File: config.mk
export PLATFORM = sky130hd
export DESIGN_NAME = psr_host
export DESIGN_NICKNAME = d
export VERILOG_FILES = /design/src/rtl/psr_host.v /design/src/rtl/psr_delay_cnt.v
export VERILOG_INCLUDE_DIRS = /design/src /design/src/common
export SDC_FILE = /design/constraint.sdc
export NUM_CORES = 1
export LEC_CHECK = 0
export BUFFER_PORTS_ARGS = -buffer_cell sky130_fd_sc_hd__buf_2
export CAP_MARGIN = 40
export CORE_MARGIN = 8
export CORE_UTILIZATION = 51
export CTS_CLUSTER_DIAMETER = 200
export DETAILED_ROUTE_END_ITERATION = 10
export PLACE_DENSITY = 0.86
export SLEW_MARGIN = 20
export SYNTH_ARGS = -nofsm -noshare
export SYNTH_HDL_FRONTEND = slang
export SYNTH_SLANG_ARGS = --single-unit
File: constraint.sdc
create_clock -name ref_clk_i -period 2.65 [get_ports ref_clk_i]
set_clock_uncertainty 0.1 [all_clocks]
set_input_delay 0 -clock ref_clk_i [delete_from_list [all_inputs] [get_ports ref_clk_i]]
set_output_delay 0 -clock ref_clk_i [all_outputs]
set_load 0.03 [all_outputs]
File: src/common/psr_defines.vh
`ifndef PSR_DEFINES_VH
`define PSR_DEFINES_VH
// timing figures in ns, cycle counts derived at 8 ns per clock
`define PSR_CLK_NS        8
`define PSR_RD_CYC_NS     70
`define PSR_WR_CYC_NS     70
`define PSR_WR_PULSE_NS   50
`define PSR_SETUP_END_NS  60
`define PSR_DATA_SETUP_NS 35
`define PSR_WE_HIGH_NS    5
`define PSR_RD_ACC_NS     70
`define PSR_DPD_WAIT_NS   200000
// least times round up
`define PSR_CEIL(ns) (((ns) + `PSR_CLK_NS - 1) / `PSR_CLK_NS)
`define PSR_RD_CYC     `PSR_CEIL(`PSR_RD_CYC_NS)
`define PSR_WR_CYC     `PSR_CEIL(`PSR_WR_CYC_NS)
`define PSR_WR_PULSE   `PSR_CEIL(`PSR_WR_PULSE_NS)
`define PSR_SETUP_END  `PSR_CEIL(`PSR_SETUP_END_NS)
`define PSR_DATA_SETUP `PSR_CEIL(`PSR_DATA_SETUP_NS)
`define PSR_WE_HIGH    `PSR_CEIL(`PSR_WE_HIGH_NS)
`define PSR_RD_ACC     `PSR_CEIL(`PSR_RD_ACC_NS)
`define PSR_DPD_WAIT   `PSR_CEIL(`PSR_DPD_WAIT_NS)
// widths
`define PSR_AW 20
`define PSR_DW 16
`define PSR_CW 16
`endif

File: src/rtl/psr_host.v
`timescale 1ns/100ps
`default_nettype none
`include "psr_defines.vh"
module psr_host (
	// clock and reset
	input  wire                 ref_clk_i,
	input  wire                 reset_i,
	// user request
	input  wire                 req_i,
	input  wire                 req_write_i,
	input  wire [`PSR_AW-1:0]   req_addr_i,
	input  wire [`PSR_DW-1:0]   req_wdata_i,
	input  wire [1:0]           req_be_i,
	input  wire                 sleep_i,
	output reg                  ready_o,
	output reg                  rd_valid_o,
	output reg  [`PSR_DW-1:0]   rd_data_o,
	output reg                  awake_o,
	// memory pins
	output reg  [`PSR_AW-1:0]   word_addr_o,
	output reg                  chip_select_low_o,
	output reg                  power_keep_select_o,
	output reg                  out_enable_n_o,
	output reg                  write_strobe_n_o,
	output reg                  low_byte_sel_n_o,
	output reg                  high_byte_sel_n_o,
	input  wire [`PSR_DW-1:0]   data_bus_i,
	output reg  [`PSR_DW-1:0]   data_bus_o,
	output reg                  data_bus_oe_n_o
);
	// one-hot sequencer states; a pin phase lives in exactly one of them
	localparam [5:0] ST_IDLE  = 6'h01;
	localparam [5:0] ST_RD    = 6'h02;
	localparam [5:0] ST_WR    = 6'h04;
	localparam [5:0] ST_WHIGH = 6'h08;
	localparam [5:0] ST_DPD   = 6'h10;
	localparam [5:0] ST_WAKE  = 6'h20;

	// current phase of the access sequencer
	reg  [5:0]         state;

	// two-flop synchroniser for the shared data pins
	reg  [`PSR_DW-1:0] rd_meta;
	reg  [`PSR_DW-1:0] rd_sync;

	// one phase timer serves every wait, loaded for one clock at a phase start
	reg                load;
	reg  [`PSR_CW-1:0] load_val;
	wire               done;

	// sized cycle count from a figure in the header
	// the timer starts one clock after its load, hence the minus one
	function [`PSR_CW-1:0] cyc;
		input integer n;
		begin
			cyc = n[`PSR_CW-1:0] - 16'h0001;
		end
	endfunction

	// done still reads high in the clock after a load, as the count is stale,
	// so every phase also waits for load to drop before trusting done
	psr_delay_cnt u_cnt (
		.ref_clk_i (ref_clk_i),
		.reset_i   (reset_i),
		.load_i    (load),
		.value_i   (load_val),
		.done_o    (done)
	);

	// the data pins are asynchronous to us, so two flops before use
	// no reset: the flops only ever feed captured read data
	always @(posedge ref_clk_i) begin
		rd_meta <= data_bus_i;
		rd_sync <= rd_meta;
	end

	// access sequencer; strobes end only on counter expiry so no pulse is short
	// hazard: write data is driven from the strobe's falling edge, so turnaround
	// after a read rests on the memory's float time and the idle clock between
	always @(posedge ref_clk_i) begin
		// one-clock pulses fall back to zero unless a branch below raises them
		load       <= 1'b0;
		load_val   <= 16'h0000;
		rd_valid_o <= 1'b0;
		// reset parks every pin in standby: chip deselected, strobes and lanes high
		// the memory keeps its contents, since power-keep stays high
		if (reset_i) begin
			state               <= ST_IDLE;
			ready_o             <= 1'b1;
			rd_data_o           <= 16'h0000;
			awake_o             <= 1'b1;
			word_addr_o         <= 20'h00000;
			chip_select_low_o   <= 1'b1;
			power_keep_select_o <= 1'b1;
			out_enable_n_o      <= 1'b1;
			write_strobe_n_o    <= 1'b1;
			low_byte_sel_n_o    <= 1'b1;
			high_byte_sel_n_o   <= 1'b1;
			data_bus_o          <= 16'h0000;
			data_bus_oe_n_o     <= 1'b1;
		end else begin
			case (state)
			// idle: standby between accesses, waiting for work or a sleep request
			ST_IDLE: begin
				// sleep wins over a new request; an access already under way still runs to its end before power-down
				if (sleep_i) begin
					power_keep_select_o <= 1'b0;
					chip_select_low_o   <= 1'b1;
					ready_o             <= 1'b0;
					awake_o             <= 1'b0;
					state               <= ST_DPD;
				end else if (req_i && ready_o) begin
					// address and lane selects are latched here and stand all access long
					ready_o           <= 1'b0;
					word_addr_o       <= req_addr_i;
					chip_select_low_o <= 1'b0;
					low_byte_sel_n_o  <= ~req_be_i[0];
					high_byte_sel_n_o <= ~req_be_i[1];
					load              <= 1'b1;
					if (req_write_i) begin
						// whole pulse covers setup-to-end, data setup and cycle
						write_strobe_n_o <= 1'b0;
						data_bus_o       <= req_wdata_i;
						data_bus_oe_n_o  <= 1'b0;
						load_val         <= cyc(`PSR_WR_CYC);
						state            <= ST_WR;
					end else begin
						// extra 2 cycles cover the input synchroniser
						out_enable_n_o <= 1'b0;
						load_val       <= cyc(`PSR_RD_CYC + 2);
						state          <= ST_RD;
					end
				end
			end

			// read: hold the pins until the timer covers access time and synchroniser
			ST_RD: begin
				if (done && !load) begin
					// the synchroniser holds bus data sampled two clocks before this edge
					rd_data_o         <= rd_sync;
					rd_valid_o        <= 1'b1;
					out_enable_n_o    <= 1'b1;
					chip_select_low_o <= 1'b1; // standby between accesses, no wait
					low_byte_sel_n_o  <= 1'b1;
					high_byte_sel_n_o <= 1'b1;
					ready_o           <= 1'b1;
					state             <= ST_IDLE;
				end
			end

			// write: strobe low; its rising edge ends the write and commits the data
			ST_WR: begin
				if (done && !load) begin
					// strobe, select and bus drive leave together; data need not be held
					write_strobe_n_o  <= 1'b1;
					chip_select_low_o <= 1'b1;
					data_bus_oe_n_o   <= 1'b1;
					load              <= 1'b1;
					load_val          <= cyc(`PSR_WE_HIGH);
					state             <= ST_WHIGH;
				end
			end

			// recovery: strobe high with the lanes still set before going idle
			ST_WHIGH: begin
				if (done && !load) begin
					// lanes release only now so they stay valid past the write end
					low_byte_sel_n_o  <= 1'b1;
					high_byte_sel_n_o <= 1'b1;
					ready_o           <= 1'b1;
					state             <= ST_IDLE;
				end
			end

			// deep power-down: contents are lost, only a dropped sleep request leaves
			ST_DPD: begin
				if (!sleep_i) begin
					// the timer holds off new requests for the full power-down wait
					power_keep_select_o <= 1'b1;
					load                <= 1'b1;
					load_val            <= cyc(`PSR_DPD_WAIT);
					state               <= ST_WAKE;
				end
			end

			// wake: power-keep is back high, no access until the full wait has run
			ST_WAKE: begin
				if (done && !load) begin
					// awake and ready rise together, so no request slips in early
					awake_o <= 1'b1;
					ready_o <= 1'b1;
					state   <= ST_IDLE;
				end
			end

			// an illegal state code falls back to idle rather than locking up
			default: begin
				state <= ST_IDLE;
			end
			endcase
		end
	end
endmodule // psr_host
`default_nettype wire

File: src/rtl/psr_delay_cnt.v
`timescale 1ns/100ps
`default_nettype none
`include "psr_defines.vh"
// loadable down counter; done is high while the count is zero
module psr_delay_cnt (
	// clock and reset
	input  wire                  ref_clk_i,
	input  wire                  reset_i,
	// load
	input  wire                  load_i,
	input  wire [`PSR_CW-1:0]    value_i,
	// status
	output wire                  done_o
);
	reg [`PSR_CW-1:0] count;

	// a load wins over counting so back to back phases lose no cycle
	always @(posedge ref_clk_i) begin
		if (reset_i) begin
			count <= 16'h0000;
		end else if (load_i) begin
			count <= value_i;
		end else if (count != 16'h0000) begin
			count <= count - 16'h0001;
		end
	end

	assign done_o = (count == 16'h0000);
endmodule // psr_delay_cnt
`default_nettype wire

==> impl_metrics.ini <==
[power]
p_per_area_nw_per_um2 = 954.9
vdd_drop_max_uv = 751.3
p_sw_w = 0.002016
pwr-share-comb_pct = 25.9
clockPowerShare_pct = 37.1
leakage_nw = 2.597
p_seq_share_pct = 37.0
p_sw_share_pct = 34.37
internal_power_w = 0.003850
power_w = 0.005867

[critical_path]
cp_max_fo = 8
setup.worst_path.start_class = register
worstSetupPathType = reg -> reg
worstPathArrival_ns = 2.83
ff2ff_setup_slack_ns = 0.12
cp-end-kind = register
cp.required_ns = 2.95

[die]
die_w_um = 106.6
core-area_um2 = 8093
num_rows = 33
initial_core_util_pct = 51.78
die-area_um2 = 11370
boundaryPins = 121
die_y_um = 106.6

[yosys]
synth_ff_type = dfxtp_1
async_reset_ff_share_pct = 0
avgSynthCellArea_um2 = 9.480
yosys.area_share.adder_pct = 0.2986
synth-simple-area-share_pct = 19.29
synthesis.nets = 502
yosysSeqAreaShare_pct = 56.85
ys_types = 46
yosys_warnings = 0
synth_compound_area_share_pct = 13.26
ys_seq_elements = 119
synthCells = 442
synth.cell_area_um2 = 4190
synthMuxAreaShare_pct = 3.822
synth_top_family_by_area = simple AND/OR/NAND/NOR gates
synth-edff-count = 0
synth_xor_area_share_pct = 2.926

[cells_and_area]
area_delta_synth_final_pct = 46.61
multi_input_area_um2 = 1665
seq_area_um2 = 2382
nNetsFinal = 693
final_layout_size_suffix_gt1_share_pct = 29.26
final_common_cell = buf_2
fillers = 502
layout_common_cells = buf_2, dfxtp_1, nand2_1, dlygate4sd3_1, nor2_1

[clock_tree]
cts-root-buf = clkbuf_8
clockBufferDepth = 2
cts-htree-levels = 4
cts.clk_slew.worst_paths_ns = 0.06
cts-buffers-inserted = 17
post_cts_resized = 0
clock_sinks = 119
worst_skew_pair.late_latency_ns = 0.53
cts_setup_buffers = 0
cts_tree = built

[hold_path]
hp-class = in -> reg

[timing]
setup_ws_ns = 0.1229
fmax_mhz = 395.7
worst_pin_slew_ns = 0.7404
setup-violations-final = 0
period_share_pct = 95.36
final.min_clock_period_ns = 2.527
drv_slew = 0
hold_viol = 0
max-slew-margin-rel_pct = 50.18
rsz0062_at_grt = no
finalSetupTns_ns = 0

[placement]
gp_congestion = 0.9112
hpwl_um = 7878
io_buffers = 120
dp_slack_ns = 0.2691

[grt]
grt_start_max_net_pins = 26
first_global_vias = 4486
antenna_found_initial = 1
grt_first_pass_wirelength_um = 22080
gr-total-overflow = 0
grtUsageTotal_pct = 24.71

[route]
dr.pass1.iters = 5
totalWireLength_um = 14090
drc = 0
drtIter0Drc = 485
num_vias = 4200
post_drt_wl_per_cell_um = 18.73
ant_nets = 0
viasPerCell = 5.585

[status]
status = finished clean

[flow_run]
max_cap_violations = 0
## path summary, 6_finish.rpt
check,startpoint,endpoint,cells after the start
worst max-delay path,state[3]$_SDFFE_PP0P_,low_byte_sel_n_o$_SDFFE_PP1P_,6
worst min-delay path,data_bus_i[6],rd_meta[6]$_DFF_P_,2
worst max register to register,state[3]$_SDFFE_PP0P_,low_byte_sel_n_o$_SDFFE_PP1P_,6
worst min register to register,rd_meta[8]$_DFF_P_,rd_sync[8]$_DFF_P_,0
## layer usage
metal	share of wire [%]	wire (µm)	track usage (%)	vias up
li1	-	-	-	1888
met1	34	4771	23.62	1987
met2	54	7569	44.54	248
met3	7.5	1055	8.638	77
met4	4.9	692	15.28	0
met5	0	0	0	-
## synthesized netlist by cell type, types with 2 or more instances
cell type	n	area (µm²)
o2bb2ai_1	2	17.52
o211ai_1	4	30.03
o21ai_0	12	60.06
and2_1	3	18.77
buf_6	3	33.78
nor3b_1	4	30.03
nor4_1	8	50.05
buf_4	2	15.01
a2bb2oi_1	2	17.52
xor2_1	11	96.34
inv_1	4	15.01
nor2_1	39	146.4
a21oi_2	9	78.83
mux2i_1	16	160.2
o21a_1	6	45.04
a31oi_1	2	12.51
xnor2_1	3	26.28
dfxtp_1	119	2382
or4_1	4	30.03
nor3_1	7	35.03
or2_2	2	12.51
buf_2	2	10.01
nand4_1	2	12.51
nand3_1	4	20.02
or3_1	2	12.51
nand2b_1	2	12.51
clkbuf_1	20	75.07
nand2_2	9	56.30
nand2_1	80	300.3
a211oi_1	3	22.52
a21oi_1	38	190.2
o31ai_1	4	30.03
## final cells by class
cell class | count | share of cell area [%]
flip-flops and latches | 119 | 38.78
multi-input cells | 292 | 27.11
repair buffers | 199 | 22.61
clock buffers | 17 | 6.741
clock inverters | 15 | 2.342
well taps | 105 | 2.138
inverters | 4 | 0.2444
diodes | 1 | 0.04073
## power groups by stage
stage                     clock (W)  combinational [W]  sequential [W]
after global placement            0            0.00130         0.00216
final                       0.00218            0.00152         0.00217
after detailed placement          0            0.00136         0.00218
after CTS                   0.00216            0.00146         0.00214
after floorplan                   0           0.000832         0.00227
after global routing        0.00227            0.00162         0.00218
## stage by stage
step / std cells / hold slack [ns] / util [%] / cell area (µm²)
after floorplan: 442 / -0.07228 / - / 4190
after global placement: 653 / 0.003914 / 60.61 / 4905
after detailed placement: 654 / 0.003626 / 60.95 / 4932
after CTS: 751 / 0.001767 / 75.88 / 6141
after global routing: 752 / 0.004130 / 75.91 / 6143
final: 752 / 0.002949 / 75.91 / 6143
## what timing repair did
| item | in CTS | in global routing |
|---|---|---|
| endpoints found under the setup margin | 0 | 2 |
| hold endpoints to repair | 70 | 0 |
| hold buffers | 65 | 0 |
## flip-flops by register name, summed over array words and instances, names as in the netlist, 3 cells and up
signal,cells
state,6
rd_meta,16
u_cnt.count,16
rd_data_o,16
load_val,3
rd_sync,16
data_bus_o,16
word_addr_o,20
## cells by family after synthesis
group                    count (synthesis)
AO/OA/AOI/OAI                           88
XOR/XNOR                                14
adder cells (fa/ha/maj)                  1
buffers and inverters                   31
flip-flops                             119
multiplexers                            16
AND/OR/NAND/NOR                        173
## worst max-delay path, cell delays in order (launching register included)
cell and delay (ns):
dfxtp_1 0.38, or4_1 0.71, nor4_4 0.38, nand2_1 0.09, dlygate4sd3_1 0.57, o31ai_1 0.08, nand2_1 0.09
No activity file was read; power rests on OpenSTA's default activity.
